**config.mk**
```make
export PLATFORM = sky130hd
export DESIGN_NAME = pmb_basic_control
export DESIGN_NICKNAME = d
export VERILOG_FILES = /design/src/rtl/pmb_pkg.sv /design/src/rtl/pmb_mgmt_if.sv /design/src/rtl/pmb_basic_control.sv /design/src/rtl/pmb_mdio_engine.sv
export SDC_FILE = /design/constraint.sdc
export NUM_CORES = 1
export LEC_CHECK = 0
export ABC_AREA = 0
export BUFFER_PORTS_ARGS = -buffer_cell sky130_fd_sc_hd__buf_2
export CORE_UTILIZATION = 46
export DETAILED_ROUTE_END_ITERATION = 8
export REMOVE_ABC_BUFFERS = 1
export SETUP_SLACK_MARGIN = 0.1
export SKIP_CTS_REPAIR_TIMING = 1
export SYNTH_ARGS = -nofsm -noshare
export SYNTH_HDL_FRONTEND = slang
export SYNTH_SLANG_ARGS = --single-unit
```
**constraint.sdc**
```tcl
create_clock -name SYS_CLK -period 3.3 [get_ports SYS_CLK]
set_clock_uncertainty 0.15 [all_clocks]
set_input_delay 0.495 -clock SYS_CLK [delete_from_list [all_inputs] [get_ports SYS_CLK]]
set_output_delay 0.495 -clock SYS_CLK [all_outputs]
set_load 0.05 [all_outputs]
```
**src/rtl/pmb_pkg.sv**
```systemverilog
// Constants and types of the management register bank
package pmb_pkg;

   // ***********************************************
   // Register numbers
   // ***********************************************
   localparam logic [4:0] REG_CTRL = 5'h00;
   localparam logic [4:0] REG_STAT = 5'h01;
   localparam logic [4:0] REG_IDH = 5'h02;
   localparam logic [4:0] REG_IDL = 5'h03;
   localparam logic [4:0] REG_ADV = 5'h04;
   localparam logic [4:0] REG_LPA = 5'h05;
   localparam logic [4:0] REG_EXP = 5'h06;

   // ***********************************************
   // Reset values
   // ***********************************************
   localparam logic [15:0] CTRL_RESET = 16'h3100;
   localparam logic [15:0] STAT_RESET = 16'h7849;
   localparam logic [15:0] ADV_RESET = 16'h01e1;
   localparam logic [15:0] LPA_RESET = 16'h0080;
   localparam logic [15:0] EXP_RESET = 16'h0000;

   // ***********************************************
   // Control field positions
   // ***********************************************
   localparam int CTRL_SRST = 15; // Self clearing reset
   localparam int CTRL_LOOP = 14; // Loopback
   localparam int CTRL_SPEED = 13; // Forced speed
   localparam int CTRL_ANEN = 12; // Negotiation enable
   localparam int CTRL_PDOWN = 11; // Power down
   localparam int CTRL_DUPLEX = 8; // Forced duplex
   // Bits that are stored at all
   localparam logic [15:0] CTRL_RW_MASK = 16'h7900;

   // ***********************************************
   // Timing
   // ***********************************************
   localparam int CLK_PERIOD_NS = 10;
   localparam int SRST_TIME_NS = 1000;
   localparam int SRST_CYCLES = SRST_TIME_NS / CLK_PERIOD_NS;
   localparam logic [6:0] SRST_LAST = 7'(SRST_CYCLES - 1);

   // ***********************************************
   // Serial frame layout
   // ***********************************************
   localparam logic [5:0] PRE_LEN = 6'h20; // Preamble ones
   localparam logic [5:0] HDR_LAST = 6'h0c; // Header bits - 1
   localparam logic [5:0] DATA_LAST = 6'h0f; // Data bits - 1
   localparam logic [1:0] OP_READ = 2'h2;
   localparam logic [1:0] OP_WRITE = 2'h1;

   // Frame engine states
   typedef enum logic [1:0] {
      PMB_PRE = 2'b00,
      PMB_HDR = 2'b01,
      PMB_TA = 2'b10,
      PMB_DATA = 2'b11
   } pmb_state_t;

endpackage

```
**src/rtl/pmb_mgmt_if.sv**
```systemverilog
// Register access strobes between frame engine and bank
`timescale 1ns/1ps
interface pmb_mgmt_if;
   logic rd_stb; // One cycle read request
   logic wr_stb; // One cycle write request
   logic [4:0] addr; // Register number
   logic [15:0] wdata; // Write value
   logic [15:0] rdata; // Read value, held until next read
   modport engine (output rd_stb, wr_stb, addr, wdata, input rdata);
   modport bank (input rd_stb, wr_stb, addr, wdata, output rdata);
endinterface

```
**src/rtl/pmb_basic_control.sv**
```systemverilog
// Management register bank with reset, loopback and speed control
`timescale 1ns/1ps
module pmb_basic_control
   import pmb_pkg::*;
#(
   parameter logic [15:0] ID_HIGH = 16'h1a2b, // Arbitrary value
   parameter logic [15:0] ID_LOW = 16'h3c4d // Arbitrary value
)
(
   input wire logic SYS_CLK,
   input wire logic RESET,
   input wire logic CE,
   input wire logic MDC,
   input wire logic MDIO_I,
   output logic MDIO_O,
   output logic MDIO_OE_N,
   input wire logic [4:0] PHY_ADDR,
   input wire logic AN_PIN_EN,
   input wire logic FX_MODE,
   input wire logic NEG_SPEED_100,
   input wire logic NEG_FULL_DUPLEX,
   input wire logic [3:0] TXD,
   input wire logic TXEN,
   input wire logic [3:0] RXD_PHY,
   input wire logic RXDV_PHY,
   output logic [3:0] RXD,
   output logic RXDV,
   output logic LOOPBACK,
   output logic SPEED_100,
   output logic FULL_DUPLEX,
   output logic POWER_DOWN,
   output logic SRST_BUSY
);

   // ***********************************************
   // Helpers
   // ***********************************************
   // Register select; shared by write decode and checks
   function automatic logic reg_hit(input logic [4:0] a,
                                    input logic [4:0] r);
      reg_hit = (a == r);
   endfunction

   // ***********************************************
   // Strap synchronisers
   // ***********************************************
   logic [6:0] cfg_s1_reg; // First stage, read only by second
   logic [6:0] cfg_s2_reg; // Safe stage
   logic [4:0] phy_addr_s; // Our station address
   logic an_pin_s; // Hardware negotiation permit
   logic fx_s; // Fiber mode

   // Straps come from pins, so they pass two flops
   always_ff @(posedge SYS_CLK) begin
      if (RESET) begin
         cfg_s1_reg <= 7'h00;
         cfg_s2_reg <= 7'h00;
      end else if (CE) begin
         cfg_s1_reg <= {PHY_ADDR, AN_PIN_EN, FX_MODE};
         cfg_s2_reg <= cfg_s1_reg;
      end
   end

   assign phy_addr_s = cfg_s2_reg[6:2];
   assign an_pin_s = cfg_s2_reg[1];
   assign fx_s = cfg_s2_reg[0];

   // ***********************************************
   // Frame engine
   // ***********************************************
   pmb_mgmt_if mif(); // Strobes between engine and bank

   pmb_mdio_engine u_engine (
      .clk(SYS_CLK),
      .rst(RESET),
      .ce(CE),
      .mdc(MDC),
      .mdio_i(MDIO_I),
      .phy_addr(phy_addr_s),
      .mdio_o(MDIO_O),
      .mdio_oe_n(MDIO_OE_N),
      .bus(mif)
   );

   // ***********************************************
   // Control state
   // ***********************************************
   logic [15:0] ctrl_reg, ctrl_next; // Stored control bits
   logic [15:0] adv_reg, adv_next; // Advertisement
   logic busy_reg, busy_next; // Software reset running
   logic [6:0] srst_cnt_reg, srst_cnt_next; // Reset interval
   logic an_active; // Negotiation really enabled
   logic wr_ctrl; // Write aimed at control
   logic wr_adv; // Write aimed at advertisement

   // Negotiation runs only with both bit and strap set
   assign an_active = ctrl_reg[CTRL_ANEN] & an_pin_s;
   assign wr_ctrl = mif.wr_stb && reg_hit(mif.addr, REG_CTRL);
   assign wr_adv = mif.wr_stb && reg_hit(mif.addr, REG_ADV);

   // Next control values
   always_comb begin
      ctrl_next = ctrl_reg;
      adv_next = adv_reg;
      busy_next = busy_reg;
      srst_cnt_next = srst_cnt_reg;
      // Interval runs out on its own, no second write
      if (busy_reg) begin
         srst_cnt_next = srst_cnt_reg + 7'h01;
         if (srst_cnt_reg == SRST_LAST) begin
            busy_next = 1'h0;
         end
      end
      // Busy blocks the whole control word
      if (wr_ctrl && !busy_reg) begin
         if (mif.wdata[CTRL_SRST]) begin
            // Defaults win over whatever else was written
            ctrl_next = CTRL_RESET;
            adv_next = ADV_RESET;
            busy_next = 1'h1;
            srst_cnt_next = 7'h00;
         end else begin
            // A zero reset bit just stores the CTRL_RW_MASK bits
            ctrl_next = mif.wdata & CTRL_RW_MASK;
            // Strap disable makes the enable bit deaf
            if (!an_pin_s) begin
               ctrl_next[CTRL_ANEN] = ctrl_reg[CTRL_ANEN];
            end
         end
      end
      if (wr_adv) begin
         adv_next = mif.wdata;
      end
      // Fiber pins the speed bit high
      if (fx_s) begin
         ctrl_next[CTRL_SPEED] = 1'h1;
      end
   end

   // Register control state
   always_ff @(posedge SYS_CLK) begin
      if (RESET) begin
         ctrl_reg <= CTRL_RESET;
         adv_reg <= ADV_RESET;
         busy_reg <= 1'h0;
         srst_cnt_reg <= 7'h00;
      end else if (CE) begin
         ctrl_reg <= ctrl_next;
         adv_reg <= adv_next;
         busy_reg <= busy_next;
         srst_cnt_reg <= srst_cnt_next;
      end
   end

   // ***********************************************
   // Data path and resolved mode
   // ***********************************************
   logic [3:0] rxd_reg, rxd_next; // Receive nibble out
   logic rxdv_reg, rxdv_next; // Receive valid out
   logic spd_reg, spd_next; // Operating speed
   logic dup_reg, dup_next; // Operating duplex

   // Loopback swaps the receive source; one flop of delay
   always_comb begin
      if (ctrl_reg[CTRL_LOOP]) begin
         rxd_next = TXD;
         rxdv_next = TXEN;
      end else begin
         rxd_next = RXD_PHY;
         rxdv_next = RXDV_PHY;
      end
      // Forced bits count only without negotiation
      if (an_active) begin
         spd_next = NEG_SPEED_100;
         dup_next = NEG_FULL_DUPLEX;
      end else begin
         spd_next = ctrl_reg[CTRL_SPEED];
         dup_next = ctrl_reg[CTRL_DUPLEX];
      end
   end

   // Register data path
   always_ff @(posedge SYS_CLK) begin
      if (RESET) begin
         rxd_reg <= 4'h0;
         rxdv_reg <= 1'h0;
         spd_reg <= 1'h1;
         dup_reg <= 1'h1;
      end else if (CE) begin
         rxd_reg <= rxd_next;
         rxdv_reg <= rxdv_next;
         spd_reg <= spd_next;
         dup_reg <= dup_next;
      end
   end

   // ***********************************************
   // Read mux
   // ***********************************************
   logic [15:0] rdata_reg, rdata_next; // Held read value
   logic [15:0] ctrl_view; // Control as software sees it
   logic dup_view; // Duplex as read back

   // Reset and restart bits read zero; speed shows forced value
   assign dup_view = an_active ? NEG_FULL_DUPLEX :
                     ctrl_reg[CTRL_DUPLEX];
   assign ctrl_view = {1'h0, ctrl_reg[CTRL_LOOP],
                       ctrl_reg[CTRL_SPEED] | fx_s,
                       ctrl_reg[CTRL_ANEN], ctrl_reg[CTRL_PDOWN],
                       2'h0, dup_view, 8'h00};

   // Captured on the strobe, long before the reply starts
   always_comb begin
      rdata_next = rdata_reg;
      if (mif.rd_stb) begin
         case (mif.addr)
            REG_CTRL: rdata_next = ctrl_view;
            REG_STAT: rdata_next = STAT_RESET;
            REG_IDH: rdata_next = ID_HIGH;
            REG_IDL: rdata_next = ID_LOW;
            REG_ADV: rdata_next = adv_reg;
            REG_LPA: rdata_next = LPA_RESET;
            REG_EXP: rdata_next = EXP_RESET;
            default: rdata_next = 16'h0000;
         endcase
      end
   end

   // Register read value
   always_ff @(posedge SYS_CLK) begin
      if (RESET) begin
         rdata_reg <= 16'h0000;
      end else if (CE) begin
         rdata_reg <= rdata_next;
      end
   end

   assign mif.rdata = rdata_reg;
   assign RXD = rxd_reg;
   assign RXDV = rxdv_reg;
   assign LOOPBACK = ctrl_reg[CTRL_LOOP];
   assign SPEED_100 = spd_reg;
   assign FULL_DUPLEX = dup_reg;
   assign POWER_DOWN = ctrl_reg[CTRL_PDOWN];
   assign SRST_BUSY = busy_reg;

   // ***********************************************
   // Checks
   // ***********************************************
   property p_defaults;
      @(posedge SYS_CLK) disable iff (RESET)
      $fell(RESET) |-> ctrl_reg == CTRL_RESET && adv_reg == ADV_RESET;
   endproperty
   a_defaults: assert property (p_defaults)
      else $error("defaults missing after reset");

   property p_stat_read;
      @(posedge SYS_CLK) disable iff (RESET)
      CE && mif.rd_stb && mif.addr == REG_STAT
      |=> rdata_reg == STAT_RESET;
   endproperty
   a_stat_read: assert property (p_stat_read)
      else $error("status read wrong");

   property p_lpa_read;
      @(posedge SYS_CLK) disable iff (RESET)
      CE && mif.rd_stb && mif.addr == REG_LPA
      |=> rdata_reg == LPA_RESET;
   endproperty
   a_lpa_read: assert property (p_lpa_read)
      else $error("partner read wrong");

   property p_srst_start;
      @(posedge SYS_CLK) disable iff (RESET)
      CE && wr_ctrl && !busy_reg && mif.wdata[CTRL_SRST]
      |=> busy_reg && ctrl_reg == CTRL_RESET && adv_reg == ADV_RESET;
   endproperty
   a_srst_start: assert property (p_srst_start)
      else $error("software reset did not restore");

   property p_srst_end;
      @(posedge SYS_CLK) disable iff (RESET)
      $rose(busy_reg) |-> ##[99:100] !busy_reg;
   endproperty
   a_srst_end: assert property (p_srst_end)
      else $error("reset bit did not self clear");

   property p_bit15_zero;
      @(posedge SYS_CLK) disable iff (RESET)
      CE && mif.rd_stb && reg_hit(mif.addr, REG_CTRL)
      |=> !rdata_reg[CTRL_SRST];
   endproperty
   a_bit15_zero: assert property (p_bit15_zero)
      else $error("reset bit read as one");

   property p_busy_hold;
      @(posedge SYS_CLK) disable iff (RESET)
      busy_reg && wr_ctrl |=> $stable(ctrl_reg[CTRL_LOOP]) &&
      $stable(ctrl_reg[CTRL_PDOWN]);
   endproperty
   a_busy_hold: assert property (p_busy_hold)
      else $error("control changed during reset");

   property p_loop;
      @(posedge SYS_CLK) disable iff (RESET)
      CE && ctrl_reg[CTRL_LOOP] |=> RXD == $past(TXD);
   endproperty
   a_loop: assert property (p_loop)
      else $error("loopback nibble lost");

   property p_loop_off;
      @(posedge SYS_CLK) disable iff (RESET)
      CE && wr_ctrl && !busy_reg && !mif.wdata[CTRL_LOOP]
      |=> !LOOPBACK;
   endproperty
   a_loop_off: assert property (p_loop_off)
      else $error("loopback did not end");

   property p_speed;
      @(posedge SYS_CLK) disable iff (RESET)
      CE |=> SPEED_100 == ($past(an_active) ? $past(NEG_SPEED_100) :
                           $past(ctrl_reg[CTRL_SPEED]));
   endproperty
   a_speed: assert property (p_speed)
      else $error("speed resolution wrong");

   property p_fx;
      @(posedge SYS_CLK) disable iff (RESET)
      CE && fx_s && mif.rd_stb && reg_hit(mif.addr, REG_CTRL)
      |=> rdata_reg[CTRL_SPEED];
   endproperty
   a_fx: assert property (p_fx)
      else $error("fiber speed bit not one");

endmodule

```
**src/rtl/pmb_mdio_engine.sv**
```systemverilog
// Serial management frame engine
`timescale 1ns/1ps
module pmb_mdio_engine
   import pmb_pkg::*;
(
   input wire logic clk,
   input wire logic rst,
   input wire logic ce,
   input wire logic mdc,
   input wire logic mdio_i,
   input wire logic [4:0] phy_addr,
   output logic mdio_o,
   output logic mdio_oe_n,
   pmb_mgmt_if.engine bus
);

   // ***********************************************
   // Synchronisers
   // ***********************************************
   logic mdc_s1_reg, mdc_s2_reg, mdc_s3_reg; // Clock sync plus edge
   logic mdio_s1_reg, mdio_s2_reg; // Data sync
   logic mdc_rise; // One cycle per rising management clock
   logic bit_in; // Synchronised data bit

   // Two flops before use; the third only delays for the edge
   always_ff @(posedge clk) begin
      if (rst) begin
         mdc_s1_reg <= 1'h0;
         mdc_s2_reg <= 1'h0;
         mdc_s3_reg <= 1'h0;
         mdio_s1_reg <= 1'h1;
         mdio_s2_reg <= 1'h1;
      end else if (ce) begin
         mdc_s1_reg <= mdc;
         mdc_s2_reg <= mdc_s1_reg;
         mdc_s3_reg <= mdc_s2_reg;
         mdio_s1_reg <= mdio_i;
         mdio_s2_reg <= mdio_s1_reg;
      end
   end

   assign mdc_rise = mdc_s2_reg & ~mdc_s3_reg;
   assign bit_in = mdio_s2_reg;

   // ***********************************************
   // Frame state
   // ***********************************************
   pmb_state_t state_reg, state_next; // Frame phase
   logic [5:0] cnt_reg, cnt_next; // Bit counter
   logic [15:0] sh_reg, sh_next; // Shift register
   logic rd_reg, rd_next; // Frame is a read
   logic hit_reg, hit_next; // Frame addresses us
   logic out_reg, out_next; // Pin output level
   logic oe_n_reg, oe_n_next; // Pin released when high
   logic rds_reg, rds_next; // Read strobe
   logic wrs_reg, wrs_next; // Write strobe
   logic [4:0] addr_reg, addr_next; // Register number
   logic [15:0] wd_reg, wd_next; // Write data
   logic [12:0] hdr; // Header as completed by this bit

   assign hdr = {sh_reg[11:0], bit_in};

   // Next state; every step waits for a clock rise
   always_comb begin
      state_next = state_reg;
      cnt_next = cnt_reg;
      sh_next = sh_reg;
      rd_next = rd_reg;
      hit_next = hit_reg;
      out_next = out_reg;
      oe_n_next = oe_n_reg;
      rds_next = 1'h0;
      wrs_next = 1'h0;
      addr_next = addr_reg;
      wd_next = wd_reg;
      if (mdc_rise) begin
         case (state_reg)
            PMB_PRE: begin
               // Count ones; a zero after enough is the start
               if (bit_in) begin
                  if (cnt_reg != PRE_LEN) begin
                     cnt_next = cnt_reg + 6'h01;
                  end
               end else if (cnt_reg == PRE_LEN) begin
                  state_next = PMB_HDR;
                  cnt_next = 6'h00;
               end else begin
                  cnt_next = 6'h00;
               end
            end
            PMB_HDR: begin
               sh_next = {sh_reg[14:0], bit_in};
               cnt_next = cnt_reg + 6'h01;
               if (cnt_reg == HDR_LAST) begin
                  cnt_next = 6'h00;
                  // Bad start or opcode drops the frame
                  if (hdr[12] && (hdr[11:10] == OP_READ ||
                      hdr[11:10] == OP_WRITE)) begin
                     state_next = PMB_TA;
                     rd_next = (hdr[11:10] == OP_READ);
                     hit_next = (hdr[9:5] == phy_addr);
                     addr_next = hdr[4:0];
                     rds_next = (hdr[11:10] == OP_READ) &&
                                (hdr[9:5] == phy_addr);
                  end else begin
                     state_next = PMB_PRE;
                  end
               end
            end
            PMB_TA: begin
               cnt_next = cnt_reg + 6'h01;
               if (cnt_reg == 6'h00) begin
                  // Second turnaround bit is driven low
                  if (rd_reg && hit_reg) begin
                     oe_n_next = 1'h0;
                     out_next = 1'h0;
                  end
               end else begin
                  state_next = PMB_DATA;
                  cnt_next = 6'h00;
                  if (rd_reg && hit_reg) begin
                     out_next = bus.rdata[15];
                     sh_next = {bus.rdata[14:0], 1'h0};
                  end
               end
            end
            PMB_DATA: begin
               sh_next = {sh_reg[14:0], bit_in};
               out_next = sh_reg[15];
               cnt_next = cnt_reg + 6'h01;
               if (cnt_reg == DATA_LAST) begin
                  state_next = PMB_PRE;
                  cnt_next = 6'h00;
                  oe_n_next = 1'h1;
                  if (!rd_reg && hit_reg) begin
                     wrs_next = 1'h1;
                     wd_next = {sh_reg[14:0], bit_in};
                  end
               end
            end
            default: begin
               state_next = PMB_PRE;
               cnt_next = 6'h00;
            end
         endcase
      end
   end

   // Register the frame state
   always_ff @(posedge clk) begin
      if (rst) begin
         state_reg <= PMB_PRE;
         cnt_reg <= 6'h00;
         sh_reg <= 16'h0000;
         rd_reg <= 1'h0;
         hit_reg <= 1'h0;
         out_reg <= 1'h1;
         oe_n_reg <= 1'h1;
         rds_reg <= 1'h0;
         wrs_reg <= 1'h0;
         addr_reg <= 5'h00;
         wd_reg <= 16'h0000;
      end else if (ce) begin
         state_reg <= state_next;
         cnt_reg <= cnt_next;
         sh_reg <= sh_next;
         rd_reg <= rd_next;
         hit_reg <= hit_next;
         out_reg <= out_next;
         oe_n_reg <= oe_n_next;
         rds_reg <= rds_next;
         wrs_reg <= wrs_next;
         addr_reg <= addr_next;
         wd_reg <= wd_next;
      end
   end

   assign mdio_o = out_reg;
   assign mdio_oe_n = oe_n_reg;
   assign bus.rd_stb = rds_reg;
   assign bus.wr_stb = wrs_reg;
   assign bus.addr = addr_reg;
   assign bus.wdata = wd_reg;

   // Pin driven only during an addressed read reply
   property p_oe_read;
      @(posedge clk) disable iff (rst)
      !oe_n_reg |-> rd_reg && hit_reg && state_reg != PMB_PRE;
   endproperty
   a_oe_read: assert property (p_oe_read)
      else $error("pin driven outside read reply");

   // A write strobe closes the frame
   property p_wr_end;
      @(posedge clk) disable iff (rst)
      wrs_reg |-> state_reg == PMB_PRE && !rd_reg && hit_reg;
   endproperty
   a_wr_end: assert property (p_wr_end)
      else $error("write strobe outside frame end");

endmodule

```
==> results of run 1 <==
worst max-delay path by stage:
stage                     slack (ps)                    end
after global placement           960             adv_reg[4]
after floorplan                  140  u_engine.bus.wdata[0]
final                            920     u_engine.sh_reg[1]
after detailed placement         910     u_engine.sh_reg[2]
after global routing             770     u_engine.sh_reg[9]
after CTS                        950     u_engine.sh_reg[2]
power by group through the flow:
stage / combinational [mW] / clock (mW) / sequential [mW]
final: 0.128 / 1.68 / 1.50
after global routing: 0.142 / 1.77 / 1.51
after CTS: 0.131 / 1.70 / 1.50
after detailed placement: 0.130 / 0 / 1.54
after global placement: 0.128 / 0 / 1.53
after floorplan: 0.0508 / 0 / 1.55
per-layer routing:
metal	track usage, %	vias to the layer above
li1	-	2010
met1	29.2	1912
met2	35.5	95
met3	5.63	9
met4	8.02	0
met5	0	-
cells by family (layout without fill, tap and decap cells):
kind of cell | Yosys count | count (layout) | share of synthesized area [%]
adders and majority gates | 4 | 4 | 0.982
xor gates and xnor gates | 15 | 15 | 2.58
buffers and inverters | 45 | 87 | 3.78
AOI/OAI and AO/OA | 113 | 113 | 16.3
muxes | 51 | 51 | 10.0
DFF | 122 | 122 | 47.9
and+or+nand+nor | 196 | 196 | 18.4
final cells by class:
cell class | instances | area [um2]
clock buffers | 24 | 470
clock inverters | 8 | 68.8
repair buffers | 45 | 250
inverters | 10 | 37.5
fillers | 985 | 4880
multi-input cells | 379 | 2470
flip-flops and latches | 122 | 2440
well taps | 140 | 175
tightest hold or removal path: stages:
cell and delay (ps):
buf_2 80, mux2i_1 60, nand2_1 60
placed cells by master (no fill, tap or decap), drive strengths merged, types with 3 or more instances in the layout:
cell,netlist,routed
nand3,20,20
clkbuf,22,24
a32oi,3,3
xnor2,8,8
mux2i,50,50
nand4b,3,3
o22a,5,5
nor3b,4,4
nand2b,5,5
xor2,7,7
nor2,96,96
nand4,4,4
ha,4,4
o21ai,21,21
a21oi,25,25
a31oi,5,5
buf,13,45
a22o,10,10
inv,9,9
dfxtp,122,122
nor3,9,9
o211ai,4,4
a211oi,7,7
nand2,36,36
clkinv,1,8
o221a,15,15
through the flow:
step                cells  cell area (um2)  hold slack [ps]  utilization [%]
floorplan             511             4940              276                -
global placement      696             5370              294             49.8
detailed placement    696             5370              298             49.8
CTS                   728             5910             34.6             54.8
global route          728             5910             38.2             54.8
finish                728             5910             53.9             54.8
==> flow_summary.toml, run 1 <==
[final_layout]
antenna_cells = 0
layout-drive-gt1-share_pct = 15.0
nets = 603
syn2layout_area_growth_pct = 16.0

[sta]
maxSlewViolCount = 0
period_minus_slack_ps = 2380
worst_slack_ps = 923
min_period_over_period_pct = 72.0
setup_viol = 0
slew_headroom_pct = 44.7
timing.fmax_mhz = 421
rsz0062_at_grt = "no"
tns_ps = 0
hold_violations = 0
worst-slew-pin-transition_ps = 829

[detailed_routing]
first_iter_violations = 207
num_vias = 4026
antenna_left = 0
wl_met2_um = 5710
dr.pass1.iters = 5
via_per_inst = 5.53
routed.top_layer = "met4"
dr_wl_met3_um = 530
drc = 0
wl_met1_um = 5530
post_drt_wl_per_cell_um = 16.3
wirelength_um = 11900

[worst_setup_path]
cp-start-kind = "flip-flop"
cp_slowest_cell = "nand3_1"
cp.depth = 6
reg2reg_slack_ps = 920
slowest_delay_ps = 590
timing.critical_path.buf_inv = 1
cp_cell_sequence = "inv_1 -> ha_1 -> nor4b_1 -> nand2b_1 -> nand3_1 -> o221a_2"
reg2reg_depth = 6
cp.arrival_ps = 2690
cp_max_fo = 15
worstSetupStartpoint = "u_engine.cnt_reg[0]"
required_ps = 3620
r2r-start = "u_engine.cnt_reg[0]"
worst_setup_path_end_kind = "flip-flop"
reg2reg_to = "u_engine.sh_reg[1]"
critPathTopFamily = "simple AND/OR/NAND/NOR gates"
crit_type = "flip-flop to flip-flop"

[hold_path]
holdPathStages = 3
hp-start = "MDIO_I"
hold_end = "u_engine.mdio_s1_reg"
hold_class = "primary input to flip-flop"

[floorplan]
core_mm2 = 0.0108
die_area_mm2 = 0.0115
die_h_um = 107
fp.dieW_um = 107
pin_count = 36
num_rows = 38
start_util_pct = 47.2

[cts]
clock_latency_ps = 530
cts_buffers = 17
path_clk_slew_ps = 50
cts_tree = "built"
cts_max_path_buffers = 2
htree_levels = 4
numClockSinks = 122
cts-root-buf = "clkbuf_8"

[logic_synthesis]
synth-edff-count = 0
yosys_most_used_dff = "dfxtp_1"
synthesis.instances = 546
yosysTopAreaCell = "dfxtp_1"
synth_top_cell_area_share_pct = 47.9
ys_ff_latch = 122
syn_avg_cell_area_um2 = 9.33
synthTopCellsByCount = "122 x dfxtp_1, 96 x nor2_1, 50 x mux2i_1"
ys.warnings.count = 0
syn_area_mm2 = 0.00510
synth.area.top_cells = "dfxtp_1 48%, mux2i_1 9.8%, nor2_1 7.1%"
ys_seq_area_share_pct = 47.9
async_flop_share_pct = 0
synth.distinct_cells = 64
yosysMostFrequentCell = "dfxtp_1"

[placed_design]
gp_congestion = 0.861
place_ws_ps = 909
portBuffers = 35
hpwl_um = 8030

[pwr]
clkPwrFrac_pct = 50.7
netSwitchingPower_mw = 0.725
total_power_mw = 3.31
netSwitchingFraction_pct = 21.9
internal-power_mw = 2.59
peakVddDrop_mv = 0.383
p_comb_share_pct = 3.9
p_seq_share_pct = 45.4
p_per_area_mw_per_mm2 = 560
p_leak_nw = 2.30

[grt]
gr-usage-all-layers_pct = 22.3
grt_max_degree = 40
grt_pass1_vias = 3811
antenna_found_initial = 0
overflow = 0
grt_pass1_wl_um = 19400

[outcome]
status = "finished, final reports clean"

[run]
cap_violations = 0
No activity file was read; power rests on OpenSTA's default activity.
==> run 2, diff against run 1 <==
- ABC_AREA: 0 -> 1
- clock period: 3.3 -> 2.48 ns (I/O delays scaled with it)
==> flow_summary.toml, run 2 <==
[final_layout]
nets = 792
layout_common_cells = "158 x nand2_1, 122 x dfxtp_1, 85 x nor2_1"
syn2layout_area_growth_pct = 16.1
antenna_cells = 0
seq_area_mm2 = 0.00244
fill_cells = 1100
layout-drive-gt1-share_pct = 12.9
multi_input_area_mm2 = 0.00247
layout_commonest_cell = "nand2_1"

[grt]
grt_max_degree = 44
overflow = 0
antenna_found_initial = 0
gr-usage-all-layers_pct = 24.0
grt_pass1_wl_um = 21600
grt_pass1_vias = 4417

[logic_synthesis]
ys.warnings.count = 0
ys_ff_latch = 122
synthTopCellsByCount = "158 x nand2_1, 122 x dfxtp_1, 85 x nor2_1"
syn_area_mm2 = 0.00536
ys_seq_area_share_pct = 45.5
syn_avg_cell_area_um2 = 7.31
synth-edff-count = 0
synth_top_cell_area_share_pct = 45.5
synth.distinct_cells = 38
yosys_most_used_dff = "dfxtp_1"
synth.area.top_cells = "dfxtp_1 46%, nand2_1 11%, a21oi_1 6.3%"
synthesis.instances = 734
yosysTopAreaCell = "dfxtp_1"
yosysMostFrequentCell = "nand2_1"
async_flop_share_pct = 0

[detailed_routing]
num_vias = 4823
dr.pass1.iters = 4
drc = 0
via_per_inst = 5.24
antenna_left = 0
post_drt_wl_per_cell_um = 14.2
first_iter_violations = 267
wirelength_um = 13100

[cts]
htree_levels = 4
cts_buffers = 17
cts_tree = "built"
path_clk_slew_ps = 60
cts-root-buf = "clkbuf_16"
clock_latency_ps = 420
cts_max_path_buffers = 2
numClockSinks = 122

[pwr]
total_power_mw = 4.71
p_per_area_mw_per_mm2 = 756
p_leak_nw = 2.62
peakVddDrop_mv = 0.631

[sta]
worst-slew-pin-transition_ps = 556
rsz0062_at_grt = "no"
tns_ps = 0
setup_viol = 0
maxSlewViolCount = 0
min_period_over_period_pct = 80.8
hold_violations = 0
slew_headroom_pct = 62.6
timing.fmax_mhz = 499
period_minus_slack_ps = 2000

[floorplan]
pin_count = 36
fp.dieW_um = 110
start_util_pct = 47.2
num_rows = 39
die_area_mm2 = 0.0121
die_h_um = 110
core_mm2 = 0.0114

[worst_setup_path]
cp.arrival_ps = 2150
reg2reg_slack_ps = 480
reg2reg_to = "u_engine.bus.addr[3]"
reg2reg_depth = 6
slowest_delay_ps = 390
required_ps = 2620
worst_setup_path_end_kind = "flip-flop"
cp_max_fo = 13
cp_slowest_cell = "nand3_1"
cp_cell_sequence = "inv_1 -> ha_1 -> nor3_2 -> nand3_1 -> o21ai_0 -> a21oi_1"
cp-start-kind = "flip-flop"
crit_type = "flip-flop to flip-flop"
r2r-start = "u_engine.sh_reg[9]"

[placed_design]
gp_congestion = 0.780
portBuffers = 35
hpwl_um = 9000

[hold_path]
holdPathStages = 3
hold_class = "primary input to flip-flop"
hp-start = "MDIO_I"
hold_end = "u_engine.mdio_s1_reg"

[outcome]
status = "finished, final reports clean"

[run]
cap_violations = 0
run 2: worst max-delay path: cells and delay by family, from the launching register on:
kind | cells | cell delay (ps)
DFF | 1 | 380
AOI/OAI and AO/OA | 2 | 370
adders and majority gates | 1 | 300
and+or+nand+nor | 2 | 620
buffers and inverters | 1 | 60
run 2: metal layers:
metal | vias to the layer above | global-route usage [%] | routed length [um]
met5 | - | 0 | 0
met4 | 0 | 9.05 | 265
met3 | 25 | 6.58 | 700
met2 | 110 | 37.7 | 5990
met1 | 2251 | 31.2 | 6160
li1 | 2437 | - | -
run 2: cell type report:
cell class / instances / share of cell area, %
Clock inverter: 11 / 2.35
Sequential cell: 122 / 39.2
Clock buffer: 21 / 7.24
Timing Repair Buffer: 46 / 4.34
Inverter: 69 / 4.20
Tap cell: 143 / 2.87
Multi-Input combinational cell: 508 / 39.8
run 2: how the worst max path moves through the flow:
stage                                      from                     to  slack, ps  depth (start not counted)
final                        u_engine.sh_reg[9]   u_engine.bus.addr[3]        480                          6
after global routing         u_engine.sh_reg[9]    u_engine.bus.rd_stb        230                          7
after CTS                    u_engine.sh_reg[9]    u_engine.bus.rd_stb        470                          7
after detailed placement                     CE   u_engine.bus.addr[3]        370                          6
after global placement                       CE    u_engine.bus.rd_stb        410                          7
after floorplan           u_engine.state_reg[0]  u_engine.bus.wdata[0]         30                          5
run 2: metrics by stage:
| step | instances | util [%] | area [um2] | hold slack (ps) | worst slack [ps] |
|---|---|---|---|---|---|
| after global routing | 920 | 54.7 | 6220 | 23.2 | 226 |
| after floorplan | 699 | - | 5180 | 272 | 32.9 |
| after CTS | 920 | 54.7 | 6220 | 10.6 | 467 |
| after detailed placement | 888 | 49.5 | 5630 | 284 | 368 |
| after global placement | 888 | 49.5 | 5630 | 277 | 415 |
| final | 920 | 54.7 | 6220 | 12.6 | 477 |
run 2: kinds of logic after synthesis:
family,share of synthesized area (%)
and+or+nand+nor,27.7
DFF,45.5
adders and majority gates,0.933
AOI/OAI and AO/OA,14.0
buffers and inverters,8.31
muxes,2.61
xor gates and xnor gates,0.980
run 2: power breakdown:
part	internal [mW]	switching (mW)	total [mW]
clock network	1.60	0.891	2.49
registers	1.99	0.0205	2.01
logic	0.0650	0.137	0.202
total	3.66	1.05	4.71
